===== src/scg_regs.svh =====
// Register offsets, field positions, reset values and timing counts of the clock generator.
`ifndef SCG_REGS_SVH
`define SCG_REGS_SVH
`define SCG_ADDR_PIN_MODE   20'hF_FFA0
`define SCG_ADDR_OSC_STOP   20'hF_FFA1
`define SCG_ADDR_MAIN_SEL   20'hF_FFA4
`define SCG_PIN_MODE_RST    8'h00
`define SCG_OSC_STOP_RST    8'h80
`define SCG_MAIN_SEL_RST    8'h00
`define SCG_BIT_EXT_CLK     7
`define SCG_BIT_PIN_SEL     6
`define SCG_BIT_GAIN        0
`define SCG_BIT_HS_STOP     7
`define SCG_BIT_OSC_STOP    0
`define SCG_BIT_CHOICE      4
`define SCG_BIT_STATUS      5
`define SCG_BIT_WDOG_EN     4
`define SCG_BIT_WDOG_STBY   0
`define SCG_SYNC_STAGES     2
`endif


===== src/scg_pkg.sv =====
// Types shared by the clock generator files.
package scg_pkg;
    typedef logic [7:0] scg_byte_t;
    typedef enum logic [1:0] {
        SCG_PIN_PORT = 2'b00,
        SCG_PIN_RES  = 2'b01,
        SCG_PIN_EXT  = 2'b11
    } scg_pin_mode_e;
    typedef enum logic [3:0] {
        SCG_SW_ONCHIP = 4'b0001,
        SCG_SW_TO_HS  = 4'b0010,
        SCG_SW_HS     = 4'b0100,
        SCG_SW_TO_ON  = 4'b1000
    } scg_sw_state_e;
endpackage


===== src/scg_sync.sv =====
// Two-flop synchroniser for one level from outside the clock domain.
`timescale 1ns/1ps
module scg_sync (
    input  wire logic clk,   // System clock.
    input  wire logic nrst,  // Asynchronous reset, active low.
    input  wire logic ce,    // Clock enable.
    input  wire logic d,     // Asynchronous level in.
    output logic      q      // Synchronised level out.
);
    logic meta_q;

    // The first flop feeds only the second one.
    always_ff @(posedge clk or negedge nrst) begin
        if (!nrst) begin
            meta_q <= 1'b0;
            q      <= 1'b0;
        end else if (ce) begin
            meta_q <= d;
            q      <= meta_q;
        end
    end
endmodule


===== src/scg_clock_gen.sv =====
// Main clock select, oscillator gating and clock registers of the clock generator.
`timescale 1ns/1ps
`include "scg_regs.svh"
module scg_clock_gen (
    input  wire logic               clk,             // System clock, 50 MHz.
    input  wire logic               nrst,            // Asynchronous reset, active low.
    input  wire logic               ce,              // Clock enable, freezes all state.
    input  wire logic [19:0]        addr,            // Register address.
    input  wire scg_pkg::scg_byte_t wdata,           // Write data.
    input  wire logic               wr_en,           // Write strobe.
    input  wire logic               bit_wr,          // Write is a 1-bit access.
    input  wire logic [2:0]         bit_pos,         // Bit position for 1-bit access.
    input  wire logic               rd_en,           // Read strobe.
    input  wire logic               stop_instr,      // Stop instruction executing.
    input  wire logic               halt_instr,      // Halt instruction executing.
    input  wire logic               wdog_enable_option,  // Option byte watchdog enable.
    input  wire logic               wdog_standby_run,    // Option byte standby run.
    input  wire logic               interval_timer_lowclk_sel, // Interval timer low clock.
    input  wire logic [2:0]         freq_option,     // Option byte frequency code.
    input  wire logic [2:0]         onchip_osc_freq_select, // Run-time frequency code.
    input  wire logic               freq_sel_wr,     // Frequency code written.
    input  wire logic               hs_clk_ready,    // Hs clock present (async).
    output scg_pkg::scg_byte_t      rdata,           // Read data.
    output logic                    hs_osc_en,       // Resonator oscillator enable.
    output logic                    ext_clk_in_en,   // External clock input enable.
    output logic                    osc_gain_high,   // Resonator high-gain range.
    output logic [1:0]              pin_mode,        // Pin operating mode.
    output logic                    onchip_osc_en,   // On-chip oscillator enable.
    output logic [2:0]              onchip_freq,     // On-chip oscillator frequency code.
    output logic                    lowspd_osc_en,   // Low-speed oscillator enable.
    output logic                    main_sel_hs,     // Main and peripheral clock is hs.
    output logic                    cpu_clk_lowspd   // Always 0: low-speed never clocks CPU.
);
    import scg_pkg::*;

    scg_byte_t     pin_q, pin_d;
    logic          pin_lock_q;
    scg_byte_t     stop_q, stop_d;
    logic          choice_q, choice_d;
    scg_sw_state_e sw_q, sw_d;
    logic [2:0]    freq_q;
    logic          freq_init_q;
    logic          hs_ready_s;
    logic          hs_en_q, ext_en_q, on_en_q, lo_en_q, sel_q;

    // Address decode and write qualifiers.
    wire hit_pin  = (addr == `SCG_ADDR_PIN_MODE);
    wire hit_stop = (addr == `SCG_ADDR_OSC_STOP);
    wire hit_sel  = (addr == `SCG_ADDR_MAIN_SEL);
    wire wr_pin   = wr_en && hit_pin && !bit_wr && !pin_lock_q;
    wire wr_stop  = wr_en && hit_stop;
    wire wr_sel   = wr_en && hit_sel;
    wire [7:0] bit_mask = 8'h01 << bit_pos;
    wire [1:0] pin_bits = {pin_q[`SCG_BIT_EXT_CLK], pin_q[`SCG_BIT_PIN_SEL]};
    wire status_hs = (sw_q == SCG_SW_HS) || (sw_q == SCG_SW_TO_ON);

    // Merge 1-bit or 8-bit writes into the stop and select registers.
    // Stop register write paths.
    always_comb begin
        pin_d    = wr_pin ? wdata : pin_q;
        stop_d   = stop_q;
        choice_d = choice_q;
        if (wr_stop) begin
            stop_d = bit_wr ? ((stop_q & ~bit_mask) | (wdata & bit_mask)) : wdata;
            stop_d = stop_d & 8'h81;
        end
        // Only the choice bit is writable.
        if (wr_sel) begin
            if (!bit_wr) begin
                choice_d = wdata[`SCG_BIT_CHOICE];
            end else if (bit_pos == 3'(`SCG_BIT_CHOICE)) begin
                choice_d = wdata[`SCG_BIT_CHOICE];
            end
        end
    end

    // Register file state.
    always_ff @(posedge clk or negedge nrst) begin
        if (!nrst) begin
            pin_q      <= `SCG_PIN_MODE_RST;
            pin_lock_q <= 1'b0;
            stop_q     <= `SCG_OSC_STOP_RST;
            choice_q   <= 1'b0;
        end else if (ce) begin
            pin_q      <= pin_d;
            pin_lock_q <= pin_lock_q | (wr_en && hit_pin && !bit_wr);
            stop_q     <= stop_d;
            choice_q   <= choice_d;
        end
    end

    // Hs clock presence crosses in through two flops.
    scg_sync u_sync (
        .clk  (clk),
        .nrst (nrst),
        .ce   (ce),
        .d    (hs_clk_ready),
        .q    (hs_ready_s)
    );

    // Switch FSM: the old source is released before the new one is taken,
    // so the main clock never sees a runt pulse.
    // Status follows the completed switch only.
    always_comb begin
        sw_d = sw_q;
        unique case (sw_q)
            SCG_SW_ONCHIP: if (choice_q) sw_d = SCG_SW_TO_HS;
            SCG_SW_TO_HS:  if (!choice_q) sw_d = SCG_SW_ONCHIP;
                           else if (hs_ready_s) sw_d = SCG_SW_HS;
            SCG_SW_HS:     if (!choice_q) sw_d = SCG_SW_TO_ON;
            SCG_SW_TO_ON:  sw_d = SCG_SW_ONCHIP;
            default:       sw_d = SCG_SW_ONCHIP;
        endcase
    end

    // Reset always restarts from the on-chip oscillator.
    always_ff @(posedge clk or negedge nrst) begin
        if (!nrst) begin
            sw_q <= SCG_SW_ONCHIP;
        end else if (ce) begin
            sw_q <= sw_d;
        end
    end

    // On-chip frequency: option code at first enabled edge, then software.
    // Option byte load.
    always_ff @(posedge clk or negedge nrst) begin
        if (!nrst) begin
            freq_q      <= 3'h0;
            freq_init_q <= 1'b0;
        end else if (ce) begin
            freq_init_q <= 1'b1;
            if (!freq_init_q) begin
                freq_q <= freq_option;
            end else if (freq_sel_wr) begin
                freq_q <= onchip_osc_freq_select;
            end
        end
    end

    // Hs stop on instruction or bit 7.
    wire hs_run   = !stop_instr && !stop_q[`SCG_BIT_HS_STOP];
    wire res_mode = (pin_bits == SCG_PIN_RES);
    wire ext_mode = (pin_bits == SCG_PIN_EXT);
    // Code 10 folds into port mode, so the pin logic never sees an undefined mode.
    wire [1:0] pin_dec = res_mode ? SCG_PIN_RES : (ext_mode ? SCG_PIN_EXT : SCG_PIN_PORT);
    // On-chip stop on instruction or bit 0.
    // Bit 0 high stops the oscillator.
    wire on_run   = !stop_instr && !stop_q[`SCG_BIT_OSC_STOP];
    // Watchdog-only use without standby run stops in halt or stop.
    wire lo_want  = wdog_enable_option || interval_timer_lowclk_sel;
    wire lo_sleep = wdog_enable_option && !interval_timer_lowclk_sel &&
                    !wdog_standby_run && (halt_instr || stop_instr);
    // Peripheral clock follows main clock in the same cycle.
    wire sel_d    = (sw_d == SCG_SW_HS);

    // Registered enables so every output comes from a flop.
    always_ff @(posedge clk or negedge nrst) begin
        if (!nrst) begin
            hs_en_q  <= 1'b0;
            ext_en_q <= 1'b0;
            on_en_q  <= 1'b1;
            lo_en_q  <= 1'b0;
            sel_q    <= 1'b0;
        end else if (ce) begin
            hs_en_q  <= hs_run && res_mode;
            ext_en_q <= hs_run && ext_mode;
            on_en_q  <= on_run;
            lo_en_q  <= lo_want && !lo_sleep;
            sel_q    <= sel_d;
        end
    end

    // Register read mux; unmapped addresses read zero.
    // Status bit 5 is read-only.
    wire [7:0] sel_rd = {2'b00, status_hs, choice_q, 4'h0};
    wire [7:0] rd_mux = hit_pin ? pin_q : hit_stop ? stop_q : hit_sel ? sel_rd : 8'h00;

    always_ff @(posedge clk or negedge nrst) begin
        if (!nrst) begin
            rdata <= 8'h00;
        end else if (ce && rd_en) begin
            rdata <= rd_mux;
        end
    end

    // Gain bit passed to the resonator.
    // Low-speed clock is never a CPU source.
    always_ff @(posedge clk or negedge nrst) begin
        if (!nrst) begin
            osc_gain_high  <= 1'b0;
            pin_mode       <= 2'b00;
            cpu_clk_lowspd <= 1'b0;
        end else if (ce) begin
            osc_gain_high  <= pin_q[`SCG_BIT_GAIN];
            pin_mode       <= pin_dec;
            cpu_clk_lowspd <= 1'b0;
        end
    end

    assign hs_osc_en     = hs_en_q;
    assign ext_clk_in_en = ext_en_q;
    assign onchip_osc_en = on_en_q;
    assign lowspd_osc_en = lo_en_q;
    assign main_sel_hs   = sel_q;
    assign onchip_freq   = freq_q;

    // Assertions.
    a_pin_once: assert property (@(posedge clk) disable iff (!nrst)
        (ce && pin_lock_q && wr_en && hit_pin) |=> $stable(pin_q))
        else $error("Pin-mode register changed after lock.");
    a_hs_stop: assert property (@(posedge clk) disable iff (!nrst)
        (ce && stop_instr) |=> (!hs_osc_en && !ext_clk_in_en))
        else $error("Hs clock runs during stop.");
    a_on_stop: assert property (@(posedge clk) disable iff (!nrst)
        (ce && stop_q[`SCG_BIT_OSC_STOP]) |=> !onchip_osc_en)
        else $error("On-chip oscillator runs while stopped.");
    a_port_mode: assert property (@(posedge clk) disable iff (!nrst)
        (ce && pin_bits[0] == 1'b0) |=> (!hs_osc_en && !ext_clk_in_en))
        else $error("Hs clock enabled in port mode.");
    a_lo_sleep: assert property (@(posedge clk) disable iff (!nrst)
        (ce && lo_sleep) |=> !lowspd_osc_en)
        else $error("Low-speed oscillator runs in sleep.");
    a_lo_run: assert property (@(posedge clk) disable iff (!nrst)
        (ce && lo_want && !lo_sleep) |=> lowspd_osc_en)
        else $error("Low-speed oscillator not running.");
    a_status_late: assert property (@(posedge clk) disable iff (!nrst)
        (ce && sw_q == SCG_SW_ONCHIP && choice_q) |=> !status_hs)
        else $error("Status set before switch completed.");
    a_sel_reg: assert property (@(posedge clk) disable iff (!nrst)
        (ce && wr_sel && !bit_wr) |=> (choice_q == $past(wdata[`SCG_BIT_CHOICE])))
        else $error("Main select choice not stored.");
    a_no_lowspd: assert property (@(posedge clk) disable iff (!nrst)
        !cpu_clk_lowspd)
        else $error("Low-speed clock drives CPU.");
    a_stop_bit7: assert property (@(posedge clk) disable iff (!nrst)
        (ce && stop_q[`SCG_BIT_HS_STOP]) |=> (!hs_osc_en && !ext_clk_in_en))
        else $error("Hs clock runs while its stop bit is set.");
    a_on_main: assert property (@(posedge clk) disable iff (!nrst)
        (ce && !choice_q && sw_q != SCG_SW_HS) |=> !main_sel_hs)
        else $error("Hs clock is main without being chosen.");
    a_freq_load: assert property (@(posedge clk) disable iff (!nrst)
        (ce && freq_init_q && freq_sel_wr) |=> (onchip_freq == $past(onchip_osc_freq_select)))
        else $error("Frequency override not taken.");
    a_pin_decode: assert property (@(posedge clk) disable iff (!nrst)
        (ce && pin_bits == 2'h2) |=> (pin_mode == SCG_PIN_PORT))
        else $error("Pin code 10 not reported as port mode.");
    a_sel_bit: assert property (@(posedge clk) disable iff (!nrst)
        (ce && wr_sel && bit_wr && bit_pos == 3'h4) |=> (choice_q == $past(wdata[`SCG_BIT_CHOICE])))
        else $error("Main select bit write not stored.");
    a_rd_status: assert property (@(posedge clk) disable iff (!nrst)
        (ce && rd_en && hit_sel) |=> (rdata[`SCG_BIT_STATUS] == $past(status_hs)))
        else $error("Status bit read does not match the switch state.");
    a_stop_reg: assert property (@(posedge clk) disable iff (!nrst)
        (ce && wr_stop && !bit_wr) |=> (stop_q == ($past(wdata) & 8'h81)))
        else $error("Stop register byte write not stored.");
    a_hs_wait: assert property (@(posedge clk) disable iff (!nrst)
        (ce && sw_q == SCG_SW_TO_HS && !hs_ready_s) |=> !main_sel_hs)
        else $error("Main clock switched before hs clock was ready.");

    c_switch_hs: cover property (@(posedge clk) sw_q == SCG_SW_HS);
    c_switch_back: cover property (@(posedge clk) sw_q == SCG_SW_TO_ON);
    c_pin_lock: cover property (@(posedge clk) pin_lock_q && wr_en && hit_pin);
    c_pin_ext: cover property (@(posedge clk) ext_clk_in_en);
    c_lo_sleep: cover property (@(posedge clk) lo_sleep && !lowspd_osc_en);
endmodule


===== config.mk =====
export PLATFORM = sky130hd
export DESIGN_NAME = scg_clock_gen
export DESIGN_NICKNAME = d
export VERILOG_FILES = /design/src/scg_pkg.sv /design/src/scg_sync.sv /design/src/scg_clock_gen.sv
export VERILOG_INCLUDE_DIRS = /design/src
export SDC_FILE = /design/constraint.sdc
export NUM_CORES = 1
export LEC_CHECK = 0
export ABC_AREA = 1
export BUFFER_PORTS_ARGS = -buffer_cell sky130_fd_sc_hd__buf_2
export CAP_MARGIN = 15
export CORE_MARGIN = 2
export CORE_UTILIZATION = 30
export DETAILED_ROUTE_END_ITERATION = 12
export PLACE_DENSITY = 0.54
export SLEW_MARGIN = 10
export SYNTH_ARGS = -nofsm -noshare
export SYNTH_HDL_FRONTEND = slang
export SYNTH_HIERARCHICAL = 1
export SYNTH_SLANG_ARGS = --single-unit
export TNS_END_PERCENT = 10

===== constraint.sdc =====
create_clock -name clk -period 2.5 [get_ports clk]
set_clock_uncertainty 0.2 [all_clocks]
set_input_delay 0.25 -clock clk [delete_from_list [all_inputs] [get_ports clk]]
set_output_delay 0.25 -clock clk [all_outputs]
set_load 0.02 [all_outputs]

==> results of run 1 <==
## area by class of cell
class,count,share of cell area
Sequential cell,38,0.3869
Multi-Input combinational cell,166,0.3215
Timing Repair Buffer,76,0.1694
Inverter,31,0.04716
Tap cell,75,0.03803
Clock buffer,7,0.03499
Clock inverter,1,0.002028
## cell usage in the layout, fill, tap and decap left out
cell type,n
conb_1,1
o21ai_2,8
dfrtp_1,35
or2_2,1
nor3_1,1
o21ai_0,11
inv_1,31
nor2_4,1
buf_2,68
dfstp_2,3
dlygate4sd3_1,7
nand3_1,13
o31ai_1,3
a31oi_1,3
nand2_2,2
clkbuf_1,1
clkinv_2,1
o21bai_1,1
nand2_1,78
nor4_1,1
nand4_1,8
clkbuf_8,6
nor2_1,27
nor2_2,2
a21oi_1,3
buf_4,1
nand4_4,1
nor3_4,1
## sequential cells by signal (all words and copies together), names as in the netlist, 2 cells and up, named ones only
name         count
onchip_freq      3
pin_mode         2
pin_q            8
rdata            8
sw_q             4
## cells in the mapped netlist (all sizes together)
master and number:
nand3 13, nand4 9, a31oi 3, buf 3, or2 1, nor4 1, nor3 2, a21oi 3
o31ai 3, o21ai 19, inv 31, conb 1, nand2 80, dfrtp 35, o21bai 1, nor2 30
dfstp 3, clkbuf 1
## through the flow
| stage | std cells | total power [mW] |
|---|---|---|
| after detailed placement | 379 | 0.9173 |
| after CTS | 393 | 1.359 |
| after floorplan | 239 | 0.8234 |
| after global routing | 394 | 1.439 |
| final | 394 | 1.336 |
| after global placement | 379 | 0.9164 |
## power by group
| part | internal (mW) | switching, mW | total, mW |
|---|---|---|---|
| clock network | 0.222 | 0.203 | 0.425 |
| registers | 0.656 | 0.0231 | 0.679 |
| logic | 0.0922 | 0.140 | 0.232 |
## worst min-delay path, cell delays in order
cell and delay (ps):
buf_2 90, inv_1 60, o21ai_2 50
## path summary, 6_finish.rpt
kind / startpoint / slack [ps] / to
max in group asynchronous: nrst / 1160 / rdata[3]
min in group asynchronous: nrst / 400 / sw_q[2]
setup / recovery: addr[6] / 1060 / pin_q[3]
hold / removal: wdata[1] / 20 / pin_q[1]
hold reg to reg: pin_mode[0] / 270 / pin_mode[0]
setup reg to reg: pin_lock_q / 1090 / pin_q[3]
## kinds of logic after synthesis
family,Yosys count
DFF,38
buffers and inverters,35
AOI/OAI and AO/OA,29
other,1
and+or+nand+nor,136
## layer usage
layer | vias up | GRT usage | wire [um]
met5 | - | 0 | 0
met4 | 0 | 0.03226 | 19
met3 | 2 | 0.04274 | 236
met2 | 39 | 0.2258 | 2095
met1 | 757 | 0.1851 | 2097
li1 | 915 | - | -
==> impl_metrics.yaml, run 1 <==
outcome:
  status: "complete, no violations"
finish:
  num-nets-final: 368
  fin_area_sq_um: 2467
  antennaDiodeCount: 0
  seqCellArea_sq_um: 954.7
  multi_input_comb_area_sq_um: 793.3
  post-route-util: 0.4119
  drive_above_1_share: 0.2978
  n_fill_cell: 649
  syn2layout_area_growth_pct: 30.42
placed_design:
  io_buffers: 68
  dpl_cell_area_sq_um: 2306
  post-place-ws_ps: 745.8
  place.gp.congestion: 0.7669
  dpl.hpwl_um: 3502
critical_path:
  crit_type: "in2reg"
  cp.buffers_inverters: 2
  path_cells: "buf_2 > inv_1 > nand2_1 > nor2_1 > nand2_1 > nor2_4 > nand4_4 > nand2_1 > o21ai_2"
  startpoint_type: "primary input"
  ff2ff_path_depth: 4
  crit_slowest_cell: "nand4_4"
  cp_num_cells: 9
  arrival_ps: 1410
  cp-end-kind: "flip-flop"
  path_common_cell: "nand2_1"
  crit_family: "simple AND/OR/NAND/NOR gates"
  max_stage_delay_ps: 300
  cp_max_fo: 16
  critical_path_required_ps: 2470
clock_tree:
  hold_buffers: 6
  root_buffer: "clkbuf_8"
  htree_levels: 2
  cts.clk_slew.worst_paths_ps: 70
  cts_setup_buffers: 0
  cts_buffer_depth: 2
  cts_tree: "yes"
  cts_made_buffers: 5
  cts.sinks: 38
  clk_latency_ps: 280
  cts_resized: 0
power:
  max-vdd-ir-drop_mv: 0.3006
  p_leak_nw: 1.351
  p_per_area_nw_per_um2: 541.6
detailed_routing:
  routedWlPerCell_um: 11.29
  drt_wl_total_um: 4450
  route.detailed.drc: 0
  first_iter_violations: 56
  ant_nets: 0
  vias: 1713
  dr.pass1.iters: 4
  drt-vias-per-instance: 4.348
synth:
  synth.distinct_cells: 26
  yosys.area_share.xor_xnor: 0
  avgSynthCellArea_sq_um: 7.916
  yosysWarnings: 6
  yosys.area_share.simple: 0.3175
  synth_compound_area_frac: 0.09987
  synth_top_area_frac: 0.4630
  syn_inst: 239
  synthMuxAreaShare: 0
  synthAdderAreaFrac: 0
  synth_nets: 289
  synth_top_family_by_area: "simple AND/OR/NAND/NOR gates"
  yosys-top-cells-area: "dfrtp_1 46%, nand2_1 15%, inv_1 6.2%, nor2_1 5.4%, dfstp_2 4.2%"
  ys_ff_latch: 38
  synth_largest_area_cell: "dfrtp_1"
  synth_area_sq_um: 1892
  synth_seq_area_share: 0.5046
sta:
  post-route-period-util: 0.5773
  worst_pin_slew_ps: 831.1
  relSlewSlack: 0.4459
  period_needed_ps: 1443
  rsz0062_at_grt: "false"
  hold-worst-slack_ps: 18.91
  setup_ws_ps: 1057
  timing.fmax_mhz: 692.9
  hold_violations: 0
  drv_slew: 0
  setup_viol: 0
  final.setup.tns_ps: 0
die:
  initial_core_util: 0.3158
  num_io_pins: 70
  die-area_sq_um: 6957
  die_h_um: 83.41
  rows: 28
  chipWidth_um: 83.41
  fp.coreArea_sq_um: 5991
global_route:
  grt_pass1_vias: 1746
  grt_use_total: 0.1399
  gr-total-overflow: 0
  grt_max_degree: 39
  grt_pass1_wl_um: 7983
  antenna_found_initial: 0
job:
  drv_cap: 0
worst_hold_path:
  min_path_type: "in2reg"
  hold_depth: 3
Note: power is estimated with default switching activity, not from simulation.
==> run 2, diff against run 1 <==
--- a/config.mk
+++ b/config.mk
@@ -12,7 +12,7 @@
 export CORE_MARGIN = 2
 export CORE_UTILIZATION = 30
 export DETAILED_ROUTE_END_ITERATION = 12
-export PLACE_DENSITY = 0.54
+export PLACE_DENSITY = 0.56
 export SLEW_MARGIN = 10
 export SYNTH_ARGS = -nofsm -noshare
 export SYNTH_HDL_FRONTEND = slang
==> constraint.sdc (replaced) <==
create_clock -name clk -period 1.3 [get_ports clk]
set_clock_uncertainty 0.2 [all_clocks]
set_input_delay 0.13 -clock clk [delete_from_list [all_inputs] [get_ports clk]]
set_output_delay 0.13 -clock clk [all_outputs]
set_load 0.02 [all_outputs]
==> run 2 against run 1 <==
Against the previous run:
- total power rose by 110%
- count of clock-buffer cells in the layout did not move
- combinational power rose by 150%
- critical path depth fell by 3
- largest cell class unchanged
- the run now ends with hold timing left
- highest routed layer unchanged
- global-route usage rose by 0.53 points
- hold slack got worse by 180 ps
- register-to-register slack got worse by 1100 ps
- sequential power rose by 93%
==> impl_metrics.yaml, run 2 (synthesis gave the netlist of run 1 again) <==
outcome:
  status: "complete, but fails checks"
  violations: "hold timing"
job:
  drv_cap: 0
critical_path:
  crit_family: "flip-flops"
  cp.buffers_inverters: 0
  arrival_ps: 1310
  critical_path_required_ps: 1320
  max_stage_delay_ps: 560
  startpoint_type: "flip-flop"
  cp-end-kind: "flip-flop"
  crit_type: "reg2reg"
  path_common_cell: "nor2_1"
  path_cells: "nor2_1 > nand2_1 > nor2_2 > nor2_1 > a21oi_1 > o21ai_1"
  cp_max_fo: 4
  crit_slowest_cell: "dfstp_2"
power:
  switching_power_mw: 0.7487
  p_sw_frac: 0.2629
  p_int_mw: 2.099
  power_frac_seq: 0.461
  clkPwrFrac: 0.339
  combPwrFrac: 0.200
  max-vdd-ir-drop_mv: 0.5095
  p_leak_nw: 1.534
  p_per_area_nw_per_um2: 1006
die:
  rows: 28
  die-area_sq_um: 6957
  num_io_pins: 70
  initial_core_util: 0.3158
  fp.coreArea_sq_um: 5991
  chipWidth_um: 83.41
  die_h_um: 83.41
finish:
  final_common_cell: "nand2_1"
  num-nets-final: 403
  antennaDiodeCount: 0
  post-route-util: 0.4724
  mostFrequentLayoutCells: "78 x nand2_1, 67 x buf_2, 35 x dfrtp_1, 31 x inv_1, 22 x nor2_1"
  reg.largest.list: "pin_q x8, rdata x8, sw_q x4"
  fin_area_sq_um: 2830
  n_fill_cell: 622
  syn2layout_area_growth_pct: 49.60
  drive_above_1_share: 0.3418
clock_tree:
  cts_made_buffers: 5
  cts_setup_buffers: 0
  cts.sinks: 38
  clk_latency_ps: 280
  cts_tree: "yes"
  hold_buffers: 20
  root_buffer: "clkbuf_8"
  htree_levels: 2
  cts.clk_slew.worst_paths_ps: 70
  cts_buffer_depth: 2
sta:
  period_needed_ps: 1295
  hold_violations: 4
  rsz0062_at_grt: "true"
  setup_ws_ps: 5.278
  drv_slew: 0
  timing.fmax_mhz: 772.4
  hold-worst-slack_ps: -163.6
  post-route-period-util: 0.9959
  setup_viol: 0
placed_design:
  dpl.hpwl_um: 3692
  post-place-ws_ps: -151.7
  dpl_cell_area_sq_um: 2496
  place.gp.congestion: 0.7927
  io_buffers: 68
global_route:
  grt_pass1_vias: 1877
  grt_pass1_wl_um: 8321
  antenna_found_initial: 0
  grt_use_total: 0.1451
  grt_max_degree: 17
  gr-total-overflow: 0
detailed_routing:
  vias: 1894
  ant_nets: 0
  first_iter_violations: 42
  drt_wl_total_um: 4828
  drt-vias-per-instance: 4.415
  dr.pass1.iters: 4
  route.detailed.drc: 0
  routedWlPerCell_um: 11.25
worst_hold_path:
  min_path_type: "in2reg"
[run 2: what timing repair did]
item	CTS	global route
gates resized for setup	4	10
pin swaps	0	5
gates cloned	0	0
endpoints found under the setup margin	4	14
endpoints found under the hold margin	57	2
[run 2: routing by layer]
layer / GRT usage / vias to the layer above / share of wire / wire length [um]
met3: 0.03579 / 4 / 0.054 / 259
met4: 0.04399 / 0 / 0.011 / 51
met1: 0.1869 / 860 / 0.46 / 2206
li1: - / 984 / - / -
met5: 0 / - / 0 / 0
met2: 0.2412 / 46 / 0.48 / 2310
[run 2: stage by stage]
step                      power [mW]  instances  setup TNS [ps]
after floorplan                1.583        239               0
after global placement         1.817        401           -1923
after detailed placement       1.827        401           -2307
after CTS                      2.855        429               0
after global routing           3.012        429          -155.2
final                          2.848        429               0
[run 2: worst reg2reg max path, delay by kind of cell, from the launching register on]
kind	cells	cell delay, ps
flops	1	560
simple gates	4	300
compound gates	2	170
[run 2: path summary, 6_finish.rpt]
path                            start            end  slack, ps  depth (start not counted)
setup / recovery              sw_q[0]        sw_q[0]          5                          6
hold / removal             stop_instr  onchip_osc_en       -160                          2
setup reg to reg              sw_q[0]        sw_q[0]          5                          6
hold reg to reg              pin_q[3]       rdata[3]        280                          2
max in group asynchronous        nrst       pin_q[7]        370                          3
min in group asynchronous        nrst       rdata[4]         70                          2
[run 2: power by group through the flow]
| stage | registers, mW | logic (mW) | clock network, mW |
|---|---|---|---|
| after global placement | 1.33 | 0.492 | 0 |
| after CTS | 1.31 | 0.553 | 0.995 |
| final | 1.31 | 0.570 | 0.965 |
| after detailed placement | 1.33 | 0.501 | 0 |
| after global routing | 1.32 | 0.641 | 1.05 |
| after floorplan | 1.35 | 0.233 | 0 |
[run 2: cell type report]
| class | instances | area, sq um | area share |
|---|---|---|---|
| clock inverter | 1 | 30.03 | 0.01061 |
| multi-input combinational | 166 | 810.8 | 0.2865 |
| sequential | 38 | 954.7 | 0.3373 |
| timing repair buffer | 111 | 748.2 | 0.2644 |
| tap | 75 | 93.84 | 0.03316 |
| inverter | 31 | 116.4 | 0.04111 |
| clock buffer | 7 | 76.32 | 0.02697 |
==> run 3, diff against run 2 <==
--- a/config.mk
+++ b/config.mk
@@ -12,6 +12,7 @@
 export CORE_MARGIN = 2
 export CORE_UTILIZATION = 30
 export DETAILED_ROUTE_END_ITERATION = 12
+export HOLD_SLACK_MARGIN = 0.15
 export PLACE_DENSITY = 0.56
 export SLEW_MARGIN = 10
 export SYNTH_ARGS = -nofsm -noshare
==> run 3 against run 2 <==
Against the previous run:
- the flow still finishes with violations (hold timing)
- combinational power grew 3%
- design area up 2.4%
- hold slack worse by 2.6 ps
- count of clock-buffer cells in the layout stayed put
- total power up 0.77%
- global-route usage grew 0.33 points
- clock power up 0.7%
- die area did not move
- sequential cell count is the same
- maximum frequency is essentially flat
- final cell count rose by 1.4%
- routed wire length up 1.7%
==> impl_metrics.yaml, run 3 (synthesis gave the netlist of run 1 again) <==
finish:
  reg.largest.list: "pin_q x8, rdata x8, sw_q x4"
  num-nets-final: 409
  syn2layout_area_growth_pct: 53.17
  n_fill_cell: 616
  drive_above_1_share: 0.3417
  mostFrequentLayoutCells: "77 x nand2_1, 67 x buf_2, 35 x dfrtp_1, 30 x inv_1, 26 x dlygate4sd3_1"
  final_common_cell: "nand2_1"
  antennaDiodeCount: 0
worst_hold_path:
  min_path_type: "in2reg"
power:
  total_power_mw: 2.870
  p_leak_nw: 1.559
  max-vdd-ir-drop_mv: 0.5093
  p_per_area_nw_per_um2: 990.3
die:
  die_h_um: 83.41
  num_io_pins: 70
  initial_core_util: 0.3158
  chipWidth_um: 83.41
  fp.coreArea_sq_um: 5991
  die-area_sq_um: 6957
  rows: 28
critical_path:
  path_cells: "nor2_1 > nand2_1 > nor2_2 > nor2_1 > a21oi_1 > o21ai_1"
  cp.buffers_inverters: 0
  critical_path_required_ps: 1320
  cp-end-kind: "flip-flop"
  crit_slowest_cell: "dfstp_2"
  max_stage_delay_ps: 560
  crit_type: "reg2reg"
  path_common_cell: "nor2_1"
  crit_family: "flip-flops"
  startpoint_type: "flip-flop"
  cp_max_fo: 4
  arrival_ps: 1320
sta:
  setup_ws_ps: 4.915
  period_needed_ps: 1295
  hold_violations: 4
  setup_viol: 0
  hold-worst-slack_ps: -166.2
  post-route-period-util: 0.9962
  timing.fmax_mhz: 772.2
  drv_slew: 0
  final.setup.tns_ps: 0
  rsz0062_at_grt: "true"
detailed_routing:
  routedWlPerCell_um: 11.28
  drt_wl_total_um: 4908
  route.detailed.drc: 0
  vias: 1921
  drt-vias-per-instance: 4.416
  first_iter_violations: 40
  ant_nets: 0
  dr.pass1.iters: 4
placed_design:
  io_buffers: 68
  post-place-ws_ps: -151.7
  place.gp.congestion: 0.7927
  dpl.hpwl_um: 3692
clock_tree:
  cts_setup_buffers: 0
  root_buffer: "clkbuf_8"
  clk_latency_ps: 280
  cts.clk_slew.worst_paths_ps: 80
  cts_tree: "yes"
  cts_made_buffers: 5
  cts.sinks: 38
  cts_buffer_depth: 2
  hold_buffers: 26
  htree_levels: 2
global_route:
  grt_max_degree: 17
  antenna_found_initial: 0
  grt_pass1_wl_um: 8507
  grt_use_total: 0.1485
  grt_pass1_vias: 1918
  gr-total-overflow: 0
job:
  drv_cap: 0
outcome:
  status: "complete, but fails checks"
  violations: "hold timing"
-- run 3: changes by cell type in the layout (fill, tap and decap cells not counted) --
| cell | delta |
|---|---|
| nor2_4 | +1 |
| inv_1 | -1 |
| nand2_2 | +1 |
| dlygate4sd3_1 | +6 |
| inv_2 | +1 |
| nor2_2 | -1 |
| nand2_1 | -1 |
-- run 3: final timing paths --
check | cells after the start | from | slack (ps) | to
setup / recovery | 6 | sw_q[0] | 5 | sw_q[0]
hold / removal | 2 | stop_instr | -170 | onchip_osc_en
setup reg to reg | 6 | sw_q[0] | 5 | sw_q[0]
hold reg to reg | 2 | pin_mode[0] | 270 | pin_mode[0]
max in group asynchronous | 3 | nrst | 370 | pin_q[0]
min in group asynchronous | 2 | nrst | 70 | rdata[4]
-- run 3: power by group --
part | internal (mW) | switching (mW) | total [mW]
combinational | 0.276 | 0.310 | 0.585
clock | 0.574 | 0.398 | 0.972
sequential | 1.26 | 0.0508 | 1.31
-- run 3: timing repair --
action | CTS | global route
gates resized for setup | 4 | 13
pin swaps | 0 | 5
gates cloned | 0 | 0
endpoints found under the hold margin | 73 | 18
setup endpoints to repair | 4 | 23
-- run 3: through the flow --
stage          cells    util  area [sq um]  hold WS [ps]
2_1_floorplan    239       -          1892        -365.6
3_3_place_gp     401  0.4167          2496        -166.5
6_report         435  0.4837          2898        -166.2
4_1_cts          435  0.4791          2870        -172.1
3_5_place_dp     401  0.4167          2496        -167.2
5_1_grt          435  0.4837          2898        -166.1
-- run 3: metal layers --
metal | up-vias | global-route usage | routed length, um
li1 | 999 | - | -
met1 | 874 | 0.1907 | 2283
met2 | 44 | 0.2485 | 2358
met3 | 4 | 0.03579 | 216
met4 | 0 | 0.04399 | 50
met5 | - | 0 | 0
-- run 3: area by class of cell --
class                           instances  area (sq um)  area share
Clock buffer                            7         76.32     0.02634
Inverter                               31         116.4     0.04016
Timing Repair Buffer                  117         808.3      0.2789
Multi-Input combinational cell        166         818.3      0.2824
Tap cell                               75         93.84     0.03238
Sequential cell                        38         954.7      0.3294
Clock inverter                          1         30.03     0.01036
